[src/design/dual_timer_pkg.sv]
// package for the dual timer mode-select block
// shared offsets, field positions, reset values, mode codes and carriers
package dual_timer_pkg;

  // ==========================================================
  // special function register offsets
  localparam logic [7:0] MODE_SEL_ADDR = 8'h89;
  localparam logic [7:0] A_LOW_ADDR = 8'h8a;
  localparam logic [7:0] B_LOW_ADDR = 8'h8b;
  localparam logic [7:0] A_HIGH_ADDR = 8'h8c;
  localparam logic [7:0] B_HIGH_ADDR = 8'h8d;

  // ==========================================================
  // reset values
  localparam logic [7:0] MODE_SEL_RESET = 8'h00;
  localparam logic [7:0] COUNT_RESET = 8'h00;

  // ==========================================================
  // field positions inside the mode select register
  localparam int B_GATE_BIT = 7;
  localparam int B_SOURCE_BIT = 6;
  localparam int B_MODE_HI_BIT = 5;
  localparam int B_MODE_LO_BIT = 4;
  localparam int A_GATE_BIT = 3;
  localparam int A_SOURCE_BIT = 2;
  localparam int A_MODE_HI_BIT = 1;
  localparam int A_MODE_LO_BIT = 0;

  // ==========================================================
  // counter limits
  localparam logic [4:0] PRESCALER13_MAX = 5'h1f;
  localparam logic [7:0] BYTE_MAX = 8'hff;

  // ==========================================================
  // types
  typedef enum logic [1:0] {
    MODE_13BIT = 2'b00,
    MODE_16BIT = 2'b01,
    MODE_8BIT_RELOAD = 2'b10,
    MODE_SPLIT = 2'b11
  } tmr_mode_t;

  typedef struct packed {
    logic gate;
    logic source;
    tmr_mode_t mode;
  } tmr_cfg_t;

  typedef struct packed {
    logic [7:0] addr;
    logic [7:0] wrData;
    logic wrEn;
  } sfr_wr_t;

endpackage : dual_timer_pkg
[src/design/dual_timer_mode_select.sv]
// two basic 16-bit counter/timers with their mode select register
// assumes an sfr write strobe and a prescaled clock tick from the core, both on core_clk;
// count pins and interrupt pins are asynchronous and synchronised here
//
// Operation
// - gate 0 counts on run alone; gate 1 also needs interrupt input high.
// - mode field 00 makes a 13-bit counter/timer.
// - mode field 01 makes a full 16-bit counter/timer.
// - mode field 10 makes an 8-bit counter reloading on overflow.
// - second timer in mode 11 is inactive and stops counting.
// - first timer mode 3 low byte is 8-bit using its own controls.
// - split high byte counts clock, runs on second run bit, sets second flag.
// - while split, second timer gets no pin edges, no flag, still baud tick.
`timescale 1ns/1ps
module dual_timer_mode_select
  import dual_timer_pkg::*;
(
  input wire logic core_clk, // system clock, 10 MHz
  input wire logic rst, // async reset, active high
  input wire sfr_wr_t sfrWr, // sfr write address, data and strobe
  input wire logic [7:0] sfrRdAddr, // sfr read address
  input wire logic prescaleTick, // one-cycle prescaled clock enable
  input wire logic tmrARun, // first timer run bit
  input wire logic tmrBRun, // second timer run bit
  input wire logic tmrACountPin, // first timer external count pin, async
  input wire logic tmrBCountPin, // second timer external count pin, async
  input wire logic extIrqA_n, // first external interrupt input, async
  input wire logic extIrqB_n, // second external interrupt input, async
  output logic [7:0] sfrRdData, // read data for sfrRdAddr, registered
  output logic [15:0] tmrACount, // first timer high and low byte
  output logic [15:0] tmrBCount, // second timer high and low byte
  output logic tmrAOverflow, // pulse: sets first overflow flag
  output logic tmrBOverflow, // pulse: sets second overflow flag
  output logic baudTick // pulse: second timer overflow for serial baud
);

  // ==========================================================
  // synchronisers and edge detection
  logic [3:0] pinMeta_r;
  logic [3:0] pinSync_r;
  logic [1:0] pinLast_r;

  always_ff @(posedge core_clk or posedge rst) begin
    if (rst) begin
      pinMeta_r <= 4'h0;
      pinSync_r <= 4'h0;
      pinLast_r <= 2'h0;
    end else begin
      pinMeta_r <= {extIrqB_n, extIrqA_n, tmrBCountPin, tmrACountPin};
      pinSync_r <= pinMeta_r;
      pinLast_r <= pinSync_r[1:0];
    end
  end

  wire pinFallA = pinLast_r[0] & ~pinSync_r[0];
  wire pinFallB = pinLast_r[1] & ~pinSync_r[1];
  wire irqLevelA = pinSync_r[2];
  wire irqLevelB = pinSync_r[3];

  // ==========================================================
  // mode select register
  logic [7:0] modeSel_r;
  logic [7:0] modeSel_nxt;
  wire modeSelWr = sfrWr.wrEn && (sfrWr.addr == MODE_SEL_ADDR);

  assign modeSel_nxt = modeSelWr ? sfrWr.wrData : modeSel_r;

  always_ff @(posedge core_clk or posedge rst) begin
    if (rst) begin
      modeSel_r <= MODE_SEL_RESET;
    end else begin
      modeSel_r <= modeSel_nxt;
    end
  end

  tmr_cfg_t cfgA;
  tmr_cfg_t cfgB;
  assign cfgA.gate = modeSel_r[A_GATE_BIT];
  assign cfgA.source = modeSel_r[A_SOURCE_BIT];
  assign cfgA.mode = tmr_mode_t'({modeSel_r[A_MODE_HI_BIT], modeSel_r[A_MODE_LO_BIT]});
  assign cfgB.gate = modeSel_r[B_GATE_BIT];
  assign cfgB.source = modeSel_r[B_SOURCE_BIT];
  assign cfgB.mode = tmr_mode_t'({modeSel_r[B_MODE_HI_BIT], modeSel_r[B_MODE_LO_BIT]});

  wire splitA = (cfgA.mode == MODE_SPLIT);

  // ==========================================================
  // address match shared by the counter write strobes and the read mux
  function automatic logic hitAddr(input logic [7:0] addr, input logic [7:0] target);
    return addr == target;
  endfunction : hitAddr

  // ==========================================================
  // one increment of a timer in the given mode: {overflow, high, low}
  function automatic logic [16:0] stepCount(input tmr_mode_t mode, input logic [7:0] lo,
                                            input logic [7:0] hi);
    logic [16:0] res;
    res = {1'b0, hi, lo};
    case (mode)
      MODE_13BIT: begin
        // low five bits prescale the high byte; upper low bits hold
        if (lo[4:0] == PRESCALER13_MAX) begin
          res = {(hi == BYTE_MAX), hi + 8'h01, lo[7:5], 5'h00};
        end else begin
          res = {1'b0, hi, lo[7:5], lo[4:0] + 5'h01};
        end
      end
      MODE_16BIT: begin
        res = {1'b0, hi, lo} + 17'h00001;
      end
      MODE_8BIT_RELOAD: begin
        if (lo == BYTE_MAX) begin
          res = {1'b1, hi, hi};
        end else begin
          res = {1'b0, hi, lo + 8'h01};
        end
      end
      default: begin
        // low byte alone, eight bits wide
        res = {(lo == BYTE_MAX), hi, lo + 8'h01};
      end
    endcase
    return res;
  endfunction : stepCount

  // ==========================================================
  // count enables
  wire gateOkA = ~cfgA.gate | irqLevelA;
  wire gateOkB = ~cfgB.gate | irqLevelB;
  wire tickA = cfgA.source ? pinFallA : prescaleTick;
  // while split the second timer loses its pin and its run bit
  wire tickB = (cfgB.source && !splitA) ? pinFallB : prescaleTick;
  wire runB = splitA ? 1'b1 : (tmrBRun & gateOkB);
  wire incA = tmrARun & gateOkA & tickA;
  wire incB = runB & tickB & (cfgB.mode != MODE_SPLIT);
  wire incAHigh = splitA & tmrBRun & prescaleTick;

  // ==========================================================
  // counters
  logic [7:0] aLow_r;
  logic [7:0] aHigh_r;
  logic [7:0] bLow_r;
  logic [7:0] bHigh_r;
  logic [16:0] stepA;
  logic [16:0] stepB;
  logic [7:0] aLow_nxt;
  logic [7:0] aHigh_nxt;
  logic [7:0] bLow_nxt;
  logic [7:0] bHigh_nxt;

  assign stepA = stepCount(cfgA.mode, aLow_r, aHigh_r);
  assign stepB = stepCount(cfgB.mode, bLow_r, bHigh_r);

  wire wrALow = sfrWr.wrEn && hitAddr(sfrWr.addr, A_LOW_ADDR);
  wire wrAHigh = sfrWr.wrEn && hitAddr(sfrWr.addr, A_HIGH_ADDR);
  wire wrBLow = sfrWr.wrEn && hitAddr(sfrWr.addr, B_LOW_ADDR);
  wire wrBHigh = sfrWr.wrEn && hitAddr(sfrWr.addr, B_HIGH_ADDR);

  wire ovfA = incA & stepA[16];
  wire ovfAHigh = incAHigh & (aHigh_r == BYTE_MAX);
  wire ovfB = incB & stepB[16];

  // software write wins over a count in the same cycle
  assign aLow_nxt = wrALow ? sfrWr.wrData : (incA ? stepA[7:0] : aLow_r);
  assign bLow_nxt = wrBLow ? sfrWr.wrData : (incB ? stepB[7:0] : bLow_r);
  assign bHigh_nxt = wrBHigh ? sfrWr.wrData : (incB ? stepB[15:8] : bHigh_r);
  assign aHigh_nxt = wrAHigh ? sfrWr.wrData :
                     splitA ? (incAHigh ? aHigh_r + 8'h01 : aHigh_r) :
                     (incA ? stepA[15:8] : aHigh_r);

  always_ff @(posedge core_clk or posedge rst) begin
    if (rst) begin
      aLow_r <= COUNT_RESET;
      aHigh_r <= COUNT_RESET;
      bLow_r <= COUNT_RESET;
      bHigh_r <= COUNT_RESET;
    end else begin
      aLow_r <= aLow_nxt;
      aHigh_r <= aHigh_nxt;
      bLow_r <= bLow_nxt;
      bHigh_r <= bHigh_nxt;
    end
  end

  // ==========================================================
  // outputs
  // unmapped addresses read as zero
  logic [7:0] rdMux;

  always_comb begin
    if (hitAddr(sfrRdAddr, MODE_SEL_ADDR)) begin
      rdMux = modeSel_r;
    end else if (hitAddr(sfrRdAddr, A_LOW_ADDR)) begin
      rdMux = aLow_r;
    end else if (hitAddr(sfrRdAddr, B_LOW_ADDR)) begin
      rdMux = bLow_r;
    end else if (hitAddr(sfrRdAddr, A_HIGH_ADDR)) begin
      rdMux = aHigh_r;
    end else if (hitAddr(sfrRdAddr, B_HIGH_ADDR)) begin
      rdMux = bHigh_r;
    end else begin
      rdMux = 8'h00;
    end
  end

  always_ff @(posedge core_clk or posedge rst) begin
    if (rst) begin
      sfrRdData <= 8'h00;
      tmrACount <= 16'h0000;
      tmrBCount <= 16'h0000;
      tmrAOverflow <= 1'b0;
      tmrBOverflow <= 1'b0;
      baudTick <= 1'b0;
    end else begin
      sfrRdData <= rdMux;
      tmrACount <= {aHigh_nxt, aLow_nxt};
      tmrBCount <= {bHigh_nxt, bLow_nxt};
      tmrAOverflow <= ovfA;
      // split high byte takes over the second flag
      tmrBOverflow <= splitA ? ovfAHigh : ovfB;
      baudTick <= ovfB;
    end
  end

endmodule : dual_timer_mode_select

[config.mk]
export PLATFORM = sky130hd
export DESIGN_NAME = dual_timer_mode_select
export DESIGN_NICKNAME = d
export VERILOG_FILES = /design/src/design/dual_timer_pkg.sv /design/src/design/dual_timer_mode_select.sv
export SDC_FILE = /design/constraint.sdc
export NUM_CORES = 1
export LEC_CHECK = 0
export BUFFER_PORTS_ARGS = -buffer_cell sky130_fd_sc_hd__buf_2
export CORE_MARGIN = 2
export CORE_UTILIZATION = 53
export DETAILED_ROUTE_END_ITERATION = 6
export PLACE_DENSITY = 0.76
export RECOVER_POWER = 100
export SETUP_SLACK_MARGIN = 0.4
export SYNTH_ARGS = -nofsm -noshare
export SYNTH_HDL_FRONTEND = slang
export SYNTH_SLANG_ARGS = --single-unit
[constraint.sdc]
create_clock -name core_clk -period 5.8 [get_ports core_clk]
set_input_delay 0.58 -clock core_clk [delete_from_list [all_inputs] [get_ports core_clk]]
set_output_delay 0.58 -clock core_clk [all_outputs]
set_load 0.05 [all_outputs]
==> metrics <==
run status finished with violations; failing checks capacitance limit, slew limit; Mapped Avg Cell Area 8.14 um2; GRT Overall Usage 33.1%; number of synthesized register bits 61; highest routed metal layer met4; post-layout net count 632; unrepaired setup endpoints after global routing false; weighted congestion reported at the end of routability-driven placement 0.947; setup total negative slack 0 ns; Die Wd 94.9 um; peak supply drop 0.219 mV; Worst Path Max Fanout 61; synthesized instance count 538; sequential standard cell area 1530 um2; library cell used as clock root buffer sky130_fd_sc_hd__clkbuf_8; detailed-routed wire length on met3 1.67 mm; post-synth design cell area 4380 um2; number of maximum-capacitance constraint violations 2; via count of the first global-routing pass 4133; Max Clock Skew 0.0222 ns; total core area 8130 um2; wl on met1 6.33 mm; Final HPWL DP 10.5 mm; via count of the routed design 4749; ratio of final minimum period to clock period 60.1%; type of origin of the critical path primary input; Max Root-Sink Buffers 2; biggest area consumer among synthesized cells sky130_fd_sc_hd__dfrtp_1; transition time at the pin with the least slew margin 3.43 ns; grt ovf 0; number of remaining DRC errors 0; Met2 Wirelength 6.27 mm; CTS sink cnt 61; Most used DFF post-synth sky130_fd_sc_hd__dfrtp_1; share of Yosys cell area claimed by the top area cell type 34.8%; count of flip-flops with a built-in enable after synthesis 0; area of combinational cells with multiple inputs 2650 um2; Req. time, crit path 5.47 ns; Chip Height 94.9 um; # port buffers 76; unique cell type count in the Yosys netlist 66; leading cell types by total area after synthesis sky130_fd_sc_hd__dfrtp_1 35%, sky130_fd_sc_hd__a21oi_1 4.7%, sky130_fd_sc_hd__nor2_1 4.5%, sky130_fd_sc_hd__o21ai_0 4.2%, sky130_fd_sc_hd__nand2_1 3.5%; H-tree level count 3; number of nets in the synthesized netlist 580; number of primary I/O pins 77; Total Wirelength 14.6 mm; Resized cells post-CTS 0; first-pass GRT wire length 22.6 mm; via/cell ratio 6.78; clock slew at reported path FFs 0.08 ns; arrival time at the worst endpoint 3.16 ns; final hold violation count 0; Setup Crit Path Kind in -> async; antenna cell count 0; sort of element at the end of the critical path asynchronous set/reset pin; postcts setup bufs 0; fraction of final layout cells with drive strength greater than 1 11.4%; growth of design area from synthesis to finish 11.9%; Clk Latency, worst-skew pair 0.35 ns; pin count of the biggest net entering global routing 62; length of the first detailed-routing pass in iterations 5; TritonCTS clock tree yes; pwr/cell area 327 nW/um2; number of buffers added by the clock tree synthesis step 9; Starting Density 53.9%; commonest non-fill, non-tap cell in the layout sky130_fd_sc_hd__dfrtp_1; max-slew headroom at the worst pin -128%; die outline area 9010 um2; Avg WL per Cell 20.9 um; # setup viols final 0; number of nets with antenna violations after detailed routing 0; proportion of synthesized flip-flops having asynchronous set or reset 100%; highest-count cells in the layout ignoring fill and taps 61 x sky130_fd_sc_hd__dfrtp_1, 53 x sky130_fd_sc_hd__nor2_1, 47 x sky130_fd_sc_hd__clkbuf_1; highest clock frequency the design can meet 0.287 GHz; worst hold path type in -> reg; Pins Over Slew Limit 74; row count 33; Fill cells 750; initial antenna violation count 0; leakage component of the power 1.89 nW; Warnings, synthesis 0; drt first-iter violations 562; number of buffers inserted by hold repair at cts 0; register area share after synthesis 34.8%; shortest clock period the worst path allows after layout 3.49 ns; final cell utilization of the core 60.3%
## stage by stage
stage / total power, mW / hold WS, ns / instances / area, um2 / setup slack (ns)
2_1_floorplan: 1.04 / 0.331 / 538 / 4380 / 3.14
4_1_cts: 1.61 / 0.329 / 700 / 4970 / 2.94
5_1_grt: 1.68 / 0.319 / 700 / 4900 / 1.66
6_report: 1.60 / 0.342 / 700 / 4900 / 2.31
3_5_place_dp: 1.22 / 0.340 / 684 / 4770 / 2.90
3_3_place_gp: 1.21 / 0.333 / 684 / 4770 / 3.04
## registers in the layout (all words and copies together), names as in the netlist
| register | cells |
|---|---|
| pinMeta_r | 4 |
| aHigh_r | 1 |
| tmrACount | 15 |
| baudTick | 1 |
| pinLast_r | 2 |
| tmrAOverflow | 1 |
| bHigh_r | 1 |
| tmrBOverflow | 1 |
| modeSel_r | 8 |
| tmrBCount | 15 |
| sfrRdData | 8 |
| pinSync_r | 4 |
## Yosys cell counts, drive strengths merged, types with 3 or more instances
library cell and n:
o221ai 5, o21ai 37, nand4 10, mux2 11, and3 7, o21bai 3, a31oi 13, nand2 41
nor4 10, a22o 3, o211ai 5, nand3 22, o22ai 7, inv 14, buf 4, nor3b 4
or4 4, or3 5, nor2 53, clkbuf 35, dfrtp 61, ha 8, and2 6, o2111ai 4
nor3 19, a221oi 8, a21oi 41, nand2b 6, xnor2 3, mux2i 8, a21boi 3, o311ai 3
nor2b 10, o31ai 8, or2 4, nand3b 7, and4 4, xor2 3, a22oi 8, o21a 5
## worst max-delay path, cell delays in order
cell,delay [ns]
sky130_fd_sc_hd__buf_2,0.09
sky130_fd_sc_hd__inv_1,0.04
sky130_fd_sc_hd__clkbuf_1,2.40
## worst paths after layout
check	cells after the start	to	slack, ns	start
hold reg to reg	0	pinSync_r[1]$_DFF_PP0_	0.35	pinMeta_r[1]$_DFF_PP0_
hold / removal	1	pinMeta_r[1]$_DFF_PP0_	0.34	tmrBCountPin
setup reg to reg	10	tmrACount[11]$_DFFE_PP0P_	2.53	tmrACount[0]$_DFFE_PP0P_
min in group asynchronous	3	sfrRdData[4]$_DFF_PP0_	1.55	rst
max in group core_clk	10	tmrACount[11]$_DFFE_PP0P_	2.53	tmrACount[0]$_DFFE_PP0P_
setup / recovery	3	tmrACount[5]$_DFFE_PP0P_	2.31	rst
## layout make-up
class | instances | area share (%)
Clock inverter | 6 | 1.46
Multi-Input combinational cell | 424 | 54.0
Inverter | 14 | 1.07
Tap cell | 105 | 2.68
Sequential cell | 61 | 31.1
Clock buffer | 10 | 2.60
Timing Repair Buffer | 80 | 7.05
## power breakdown
part | total [mW] | internal [mW] | switching, mW
Clock | 0.389 | 0.201 | 0.187
Sequential | 0.652 | 0.485 | 0.167
Combinational | 0.563 | 0.165 | 0.397
## logic make-up after synthesis
family	count (synthesis)	synth area share (%)
buffers and inverters	53	4.77
DFF	61	34.8
xor gates and xnor gates	6	1.20
and+or+nand+nor	215	25.3
adders and majority gates	8	2.28
muxes	19	4.65
AOI/OAI and AO/OA	176	26.9
## metal layers
layer	global-route usage [%]	vias to the layer above
met5	0	-
met4	11.5	0
met3	6.30	30
met2	47.2	333
met1	49.9	2238
li1	-	2148
Note: power is estimated with default switching activity, not from simulation.
